## config.mk

```make
export PLATFORM = sky130hd
export DESIGN_NAME = nvac_top
export DESIGN_NICKNAME = d
export VERILOG_FILES = /design/src/rtl/nvac_pkg.sv /design/src/rtl/nvac_top.sv
export SDC_FILE = /design/constraint.sdc
export NUM_CORES = 1
export LEC_CHECK = 0
export ABC_AREA = 0
export BUFFER_PORTS_ARGS = -buffer_cell sky130_fd_sc_hd__buf_4
export CAP_MARGIN = 20
export CORE_UTILIZATION = 55
export CTS_CLUSTER_DIAMETER = 50
export DETAILED_ROUTE_END_ITERATION = 12
export HOLD_SLACK_MARGIN = 0.1
export PLACE_DENSITY_LB_ADDON = 0.05
export SYNTH_ARGS = -nofsm -noshare
export SYNTH_HDL_FRONTEND = slang
export SYNTH_SLANG_ARGS = --single-unit
```

## constraint.sdc

```tcl
create_clock -name CLOCK -period 3.3 [get_ports CLOCK]
set_clock_uncertainty 0.05 [all_clocks]
set_input_delay 0 -clock CLOCK [delete_from_list [all_inputs] [get_ports CLOCK]]
set_output_delay 0 -clock CLOCK [all_outputs]
set_load 0.02 [all_outputs]
```

## src/rtl/nvac_pkg.sv

```systemverilog
package nvac_pkg;
  // byte addresses (printed offsets are not all word aligned: index times four)
  localparam logic [7:0] IDX_DATA = 8'h9A;
  localparam logic [7:0] IDX_ADDR = 8'h9B;
  localparam logic [7:0] IDX_CTRL = 8'h9C;
  localparam logic [7:0] IDX_UNLOCK = 8'h9D;
  localparam logic [7:0] IDX_FLAG = 8'h0C;
  localparam logic [7:0] IDX_STATUS = 8'hA0;
  localparam logic [9:0] OFF_DATA = {IDX_DATA, 2'b00};
  localparam logic [9:0] OFF_ADDR = {IDX_ADDR, 2'b00};
  localparam logic [9:0] OFF_CTRL = {IDX_CTRL, 2'b00};
  localparam logic [9:0] OFF_UNLOCK = {IDX_UNLOCK, 2'b00};
  localparam logic [9:0] OFF_FLAG = {IDX_FLAG, 2'b00};
  localparam logic [9:0] OFF_STATUS = {IDX_STATUS, 2'b00};
  // control and flag bit positions, unlock keys and sizes
  localparam int CTRL_RD = 0;
  localparam int CTRL_WR = 1;
  localparam int CTRL_WRITE_ENABLE_BIT = 2;
  localparam int CTRL_WRITE_ERROR_FLAG = 3;
  localparam int FLAG_WDONE = 7;
  localparam logic [7:0] KEY_FIRST = 8'h55;
  localparam logic [7:0] KEY_SECOND = 8'hAA;
  localparam logic [7:0] DATA_RESET = 8'h00;
  localparam int MEM_DEPTH = 128;
  localparam int ADDR_BITS = 7;
  // write time
  localparam int WRITE_TIME_US = 5000;
  localparam int CLK_MHZ = 50;
  localparam int WRITE_CYCLES = WRITE_TIME_US * CLK_MHZ;
  typedef enum logic [2:0] {
    UNL_IDLE = 3'b001,
    UNL_GOT55 = 3'b010,
    UNL_ARMED = 3'b100
  } nvac_unl_e;
endpackage

```

## src/rtl/nvac_top.sv

```systemverilog
`timescale 1ns/100ps
module nvac_top #(
  parameter int WRITE_CYCLES = nvac_pkg::WRITE_CYCLES
)(
  input wire logic CLOCK,
  input wire logic SRST,
  input wire logic MASTER_CLEAR_RESET_ABORT,
  input wire logic WDT_ABORT,
  input wire logic POWER_ON,
  input wire logic CODE_PROTECT,
  input wire logic PROG_REQ,
  input wire logic [6:0] PROG_ADDR,
  input wire logic HSEL,
  input wire logic [31:0] HADDR,
  input wire logic [1:0] HTRANS,
  input wire logic HWRITE,
  input wire logic [2:0] HSIZE,
  input wire logic [31:0] HWDATA,
  input wire logic HREADY,
  output logic [31:0] HRDATA,
  output logic HREADYOUT,
  output logic HRESP,
  output logic [7:0] PROG_DATA,
  output logic PROG_DENIED,
  output logic WRITE_BUSY
);

  // ************************************
  // input synchronisers
  // ************************************
  logic [2:0] sync1_reg;
  logic [2:0] sync2_reg;
  logic [2:0] sync_prev_reg;
  logic master_clear_reset_s;
  logic wdt_s;
  logic por_s;

  always_ff @(posedge CLOCK)
  begin
    if (SRST)
    begin
      sync1_reg <= 3'h0;
      sync2_reg <= 3'h0;
      sync_prev_reg <= 3'h0;
    end
    else
    begin
      sync1_reg <= {POWER_ON, WDT_ABORT, MASTER_CLEAR_RESET_ABORT};
      sync2_reg <= sync1_reg;
      sync_prev_reg <= sync2_reg;
    end
  end

  // abort inputs act on their rising edge
  assign master_clear_reset_s = sync2_reg[0] & ~sync_prev_reg[0];
  assign wdt_s = sync2_reg[1] & ~sync_prev_reg[1];
  assign por_s = sync2_reg[2] & ~sync_prev_reg[2];

  // ************************************
  // programmer port synchronisers
  // ************************************
  // address, request and protection travel together through two flops;
  // a moving address only matters while the programmer itself settles
  logic [8:0] prog_sync1_reg;
  logic [8:0] prog_sync2_reg;
  logic prog_req_s;
  logic prot_s;
  logic [6:0] prog_addr_s;

  always_ff @(posedge CLOCK)
  begin
    if (SRST)
    begin
      prog_sync1_reg <= 9'h000;
      prog_sync2_reg <= 9'h000;
    end
    else
    begin
      prog_sync1_reg <= {CODE_PROTECT, PROG_REQ, PROG_ADDR};
      prog_sync2_reg <= prog_sync1_reg;
    end
  end

  assign prog_addr_s = prog_sync2_reg[6:0];
  assign prog_req_s = prog_sync2_reg[7];
  assign prot_s = prog_sync2_reg[8];

  // ************************************
  // bus slave
  // ************************************
  logic ph_valid_reg;
  logic ph_write_reg;
  logic [9:0] ph_addr_reg;
  logic wr_act;
  logic rd_act;

  always_ff @(posedge CLOCK)
  begin
    if (SRST)
    begin
      ph_valid_reg <= 1'b0;
      ph_write_reg <= 1'b0;
      ph_addr_reg <= 10'h000;
    end
    else if (HREADY)
    begin
      ph_valid_reg <= HSEL & HTRANS[1];
      ph_write_reg <= HWRITE;
      ph_addr_reg <= HADDR[9:0];
    end
  end

  assign wr_act = ph_valid_reg & ph_write_reg;
  assign rd_act = ph_valid_reg & ~ph_write_reg;

  // ************************************
  // registers and storage
  // ************************************
  logic [7:0] mem [nvac_pkg::MEM_DEPTH];
  logic [7:0] data_reg;
  logic [7:0] addr_reg;
  logic write_enable_bit_reg;
  logic write_error_flag_reg;
  logic rd_reg;
  logic wr_reg;
  logic wdone_reg;
  logic [31:0] timer_reg;
  logic [7:0] wbyte;
  // local name for the tracker state
  typedef nvac_pkg::nvac_unl_e nvac_unl_e_t;
  nvac_unl_e_t unl_reg;
  logic abort;
  logic wr_start;
  logic timer_done;
  logic [6:0] loc;

  assign wbyte = HWDATA[7:0];
  assign abort = master_clear_reset_s | wdt_s;
  assign loc = addr_reg[nvac_pkg::ADDR_BITS-1:0];
  assign timer_done = wr_reg && (timer_reg == 32'h0000_0001);

  // write-start only accepted armed and enabled
  assign wr_start = wr_act && ph_addr_reg == nvac_pkg::OFF_CTRL && wbyte[nvac_pkg::CTRL_WR]
    && write_enable_bit_reg && unl_reg == nvac_pkg::UNL_ARMED && !wr_reg;

  // ************************************
  // unlock tracker
  // ************************************

  always_ff @(posedge CLOCK)
  begin
    if (SRST || abort)
      unl_reg <= nvac_pkg::UNL_IDLE;
    else if (ph_valid_reg)
    begin
      // any off-sequence access drops back to idle
      case (unl_reg)
        nvac_pkg::UNL_IDLE:
          unl_reg <= (wr_act && ph_addr_reg == nvac_pkg::OFF_UNLOCK && wbyte == nvac_pkg::KEY_FIRST)
            ? nvac_pkg::UNL_GOT55 : nvac_pkg::UNL_IDLE;
        nvac_pkg::UNL_GOT55:
          unl_reg <= (wr_act && ph_addr_reg == nvac_pkg::OFF_UNLOCK && wbyte == nvac_pkg::KEY_SECOND)
            ? nvac_pkg::UNL_ARMED : nvac_pkg::UNL_IDLE;
        nvac_pkg::UNL_ARMED:
          unl_reg <= nvac_pkg::UNL_IDLE;
        default:
          unl_reg <= nvac_pkg::UNL_IDLE;
      endcase
    end
  end

  // ************************************
  // write engine
  // ************************************

  always_ff @(posedge CLOCK)
  begin
    if (SRST)
    begin
      wr_reg <= 1'b0;
      timer_reg <= 32'h0;
    end
    else if (abort)
    begin
      wr_reg <= 1'b0;
      timer_reg <= 32'h0;
    end
    else if (wr_start)
    begin
      wr_reg <= 1'b1;
      timer_reg <= 32'(WRITE_CYCLES);
    end
    else if (timer_done)
    begin
      wr_reg <= 1'b0;
      timer_reg <= 32'h0;
    end
    else if (wr_reg)
      timer_reg <= timer_reg - 32'h1;
  end

  // erase then program is one atomic byte update at expiry
  always_ff @(posedge CLOCK)
  begin
    if (timer_done && !abort)
      mem[loc] <= data_reg;
  end

  // ************************************
  // control bits and flags
  // ************************************

  always_ff @(posedge CLOCK)
  begin
    if (SRST)
    begin
      write_enable_bit_reg <= 1'b0;
      rd_reg <= 1'b0;
    end
    else if (por_s)
      write_enable_bit_reg <= 1'b0;
    else
    begin
      if (wr_act && ph_addr_reg == nvac_pkg::OFF_CTRL)
        write_enable_bit_reg <= wbyte[nvac_pkg::CTRL_WRITE_ENABLE_BIT];
      // read completes in one cycle
      rd_reg <= wr_act && ph_addr_reg == nvac_pkg::OFF_CTRL
        && wbyte[nvac_pkg::CTRL_RD] && !wr_reg;
    end
  end

  // error flag: set beats clear
  always_ff @(posedge CLOCK)
  begin
    if (SRST)
      write_error_flag_reg <= 1'b0;
    else if (abort && wr_reg)
      write_error_flag_reg <= 1'b1;
    else if (wr_act && ph_addr_reg == nvac_pkg::OFF_CTRL)
      write_error_flag_reg <= wbyte[nvac_pkg::CTRL_WRITE_ERROR_FLAG];
  end

  // completion flag: set beats clear
  always_ff @(posedge CLOCK)
  begin
    if (SRST)
      wdone_reg <= 1'b0;
    else if (timer_done && !abort)
      wdone_reg <= 1'b1;
    else if (wr_act && ph_addr_reg == nvac_pkg::OFF_FLAG && !wbyte[nvac_pkg::FLAG_WDONE])
      wdone_reg <= 1'b0;
  end

  // ************************************
  // data and address registers
  // ************************************

  always_ff @(posedge CLOCK)
  begin
    if (SRST || (abort && wr_reg))
    begin
      data_reg <= nvac_pkg::DATA_RESET;
      addr_reg <= nvac_pkg::DATA_RESET;
    end
    else
    begin
      if (rd_reg)
        data_reg <= mem[loc];
      else if (wr_act && ph_addr_reg == nvac_pkg::OFF_DATA && !wr_reg)
        data_reg <= wbyte;
      if (wr_act && ph_addr_reg == nvac_pkg::OFF_ADDR && !wr_reg)
        addr_reg <= {1'b0, wbyte[6:0]};
    end
  end

  // ************************************
  // read mux and outputs
  // ************************************
  logic [7:0] rd_byte;

  always_comb
  begin
    case (HADDR[9:0])
      nvac_pkg::OFF_DATA: rd_byte = data_reg;
      nvac_pkg::OFF_ADDR: rd_byte = addr_reg;
      nvac_pkg::OFF_CTRL: rd_byte = {4'h0, write_error_flag_reg, write_enable_bit_reg, wr_reg, rd_reg};
      nvac_pkg::OFF_UNLOCK: rd_byte = 8'h00;
      nvac_pkg::OFF_FLAG: rd_byte = {wdone_reg, 7'h00};
      nvac_pkg::OFF_STATUS: rd_byte = {5'h00, unl_reg};
      default: rd_byte = 8'h00;
    endcase
  end

  // read data is latched in the address phase and stands through the data phase
  always_ff @(posedge CLOCK)
  begin
    if (SRST)
      HRDATA <= 32'h0;
    else if (HREADY && HSEL && HTRANS[1] && !HWRITE)
      HRDATA <= {24'h0, rd_byte};
  end

  // programmer port is cut off under protection
  always_ff @(posedge CLOCK)
  begin
    if (SRST)
    begin
      PROG_DATA <= 8'h00;
      PROG_DENIED <= 1'b0;
    end
    else
    begin
      PROG_DENIED <= prog_req_s & prot_s;
      if (prog_req_s && !prot_s)
        PROG_DATA <= mem[prog_addr_s];
      else
        PROG_DATA <= 8'h00;
    end
  end

  // busy mirror is a flop so the pin never glitches
  always_ff @(posedge CLOCK)
  begin
    if (SRST)
      WRITE_BUSY <= 1'b0;
    else
      WRITE_BUSY <= wr_reg;
  end

  // zero wait states: ready only drops while reset holds the slave
  always_ff @(posedge CLOCK)
  begin
    if (SRST)
    begin
      HREADYOUT <= 1'b0;
      HRESP <= 1'b0;
    end
    else
    begin
      HREADYOUT <= 1'b1;
      HRESP <= 1'b0;
    end
  end

endmodule
```

==> impl_metrics.toml <==
[status]
status = "complete, no violations"

[critical_path]
arrival_ns = 3.75
cp-end-kind = "flop"
worstPathRequired_ns = 3.80
worstSetupPathType = "flop to flop"
start_kind = "flop"
crit_fanout = 44

[synthesis]
ys.flop_type = "edfxtp_1"
yosys.area_share.simple_pct = 5.48
synth_fa_ha_area_share_pct = 0.0473
synthMuxAreaShare_pct = 25.1
ys_warn_count = 0
synth_compound_area_share_pct = 3.83
yosysSeqAreaShare_pct = 62.6
mappedNetlistArea_mm2 = 0.0529
ys_types = 73
ys_async_sr_fraction_pct = 0
ys_ff_latch = 1144
synth_top_family_by_area = "multiplexers"
synth-xor-area-share_pct = 0.414
synth_edf_count = 1024
netlist_instances = 3059
avgSynthCellArea_um2 = 17.3

[cts]
htree_levels = 4
clkTransAtPathRegs_ns = 0.06
cts_buffers = 135
cts.sinks = 1144
post_cts_buffers = 0
clockRootBuffer = "clkbuf_16"
cts_tree = "yes"
cts_buffer_depth = 3
worst_skew_pair.late_latency_ns = 0.74

[pwr]
p_leak_nw = 17.4
vdd_drop_max_uv = 437
powerDensity_mw_per_mm2 = 499
p_total_mw = 31.5

[floorplanning]
die_w_um = 312
die_h_um = 312
start_util_pct = 55.6
dieArea_mm2 = 0.0975
ios = 130
coreArea_mm2 = 0.0952
rows = 113

[placed_design]
port_buffers = 54
dp_hpwl_um = 107000
dpl.cell_count = 4548
gp_congestion = 0.991
dp_slack_ns = -0.0148

[routing]
avgRoutedWirePerCell_um = 33.1
drtIter0Drc = 4580
drc = 0
vias_per_cell = 6.79
firstDrtPassIters = 5
wl_um = 162000
drtAntennaViolNets = 0
via_count = 33100

[min_path]
hold_class = "primary input to flop"

[timing]
final.setup.tns_ns = 0
max_freq_mhz = 307
slew_violations = 0
finalWorstSetupSlack_ns = 0.0477
slew_headroom_pct = 26.1
setup_violations = 0
period_share_pct = 98.6
finalHoldViolCount = 0
period_minus_slack_ns = 3.25
worst_pin_slew_ns = 1.11

[cells_and_area]
fin_util_pct = 66.3
final_common_cell = "edfxtp_1"
register_area_mm2 = 0.0332
fillCellCount = 6368
largest_reg_flops = 1024
final_cell_mix = "edfxtp_1, mux4_2, buf_4, nor2_1, clkbuf_16"
multi_input_area_mm2 = 0.0186
fin_cells = 4879
post_route_cells_drive_above_1_share_pct = 34.9
final_nets = 3602
syn2layout_area_growth_pct = 19.2

[global_routing]
antenna_found_initial = 3
globalRouteTotalUtil_pct = 33.6
first_global_vias = 33400
grt_pass1_wl_um = 234000
grt-ovfl-total = 0
grt_max_degree = 105

[flow_run]
drv_cap = 0
power by group:
group | total [mW] | internal [mW] | switching [mW]
sequential | 15.6 | 15.6 | 0.0259
clock | 15.3 | 9.33 | 5.96
combinational | 0.606 | 0.294 | 0.311
total | 31.5 | 25.2 | 6.30
area by class of cell:
type | count | area share, %
Multi-Input combinational cell | 1631 | 29.5
Timing Repair Buffer | 526 | 7.69
Inverter | 76 | 0.452
Tap cell | 1265 | 2.51
Sequential cell | 1144 | 52.6
Antenna cell | 2 | 0.00793
Clock buffer | 163 | 5.79
Clock inverter | 72 | 1.44
synth_stat cells (all sizes together) (7+ instances only):
master | number | area, um2
buf | 116 | 597
o311ai | 10 | 87.6
nand3b | 12 | 90.1
a221oi | 9 | 78.8
nand4 | 15 | 93.8
nand3 | 48 | 250
mux4 | 502 | 11300
o211ai | 18 | 135
or3 | 12 | 75.1
nor4 | 15 | 93.8
nor2b | 59 | 369
mux2i | 116 | 1160
nand2 | 103 | 387
mux2 | 74 | 833
xnor2 | 14 | 123
edfxtp | 1024 | 30700
o221ai | 12 | 105
dfxtp | 120 | 2400
xor2 | 11 | 96.3
a211oi | 21 | 158
nor2 | 232 | 871
and2 | 14 | 87.6
a21oi | 43 | 215
a31oi | 12 | 75.1
nand2b | 11 | 68.8
a22oi | 7 | 52.6
nor3 | 30 | 166
or4 | 13 | 109
clkbuf | 116 | 435
o22ai | 89 | 557
inv | 76 | 285
o21ai | 22 | 110
logic make-up (layout without fill, tap and decap cells):
kind of cell    count (synthesis)  in the layout
flops                        1144           1144
mux                           692            692
simple gates                  594            594
buf+inv                       308            837
compound gates                293            293
xor+xnor                       25             25
fa+ha+maj                       2              2
other cells                     1             27
timing repair:
action / in CTS / in global routing
endpoints found under the setup margin: 28 / 578
endpoints found under the hold margin: 87 / 0
hold buffers: 94 / 0
pin swaps: 0 / 2
gates resized for setup: 2 / 20
metrics by stage:
| stage | hold slack [ns] | instance area, um2 |
|---|---|---|
| after floorplan | 0.0782 | 53000 |
| after global placement | 0.173 | 57500 |
| after detailed placement | 0.173 | 57500 |
| after CTS | 0.112 | 63000 |
| after global routing | 0.135 | 63100 |
| final | 0.151 | 63100 |
worst max-delay path, stage by stage (launching register included):
cell and delay [ns]:
dfxtp_4 0.47, buf_12 0.33, mux4_2 0.64, mux4_2 0.51
inv_1 0.12, o22ai_1 0.17, or4_1 0.70
per-layer routing:
layer	wire length [um]	track usage, %	vias to the layer above	share of wire, %
li1	-	-	13500	-
met1	61800	46.6	17200	38
met2	75100	51.5	2114	47
met3	18000	8.77	329	11
met4	6570	13.0	2	4.1
met5	12	0	-	0.0074
worst paths after layout:
check | start | end | slack (ns) | depth (start not counted)
worst min-delay path | HWDATA[2] | write_enable_bit_reg | 0.15 | 4
worst max-delay path | prog_sync2_reg[0] | PROG_DATA[0] | 0.05 | 6
worst min register to register | prog_sync1_reg[2] | prog_sync2_reg[2] | 0.40 | 1
worst max register to register | prog_sync2_reg[0] | PROG_DATA[0] | 0.05 | 6
(Power assumes the default switching activity.)
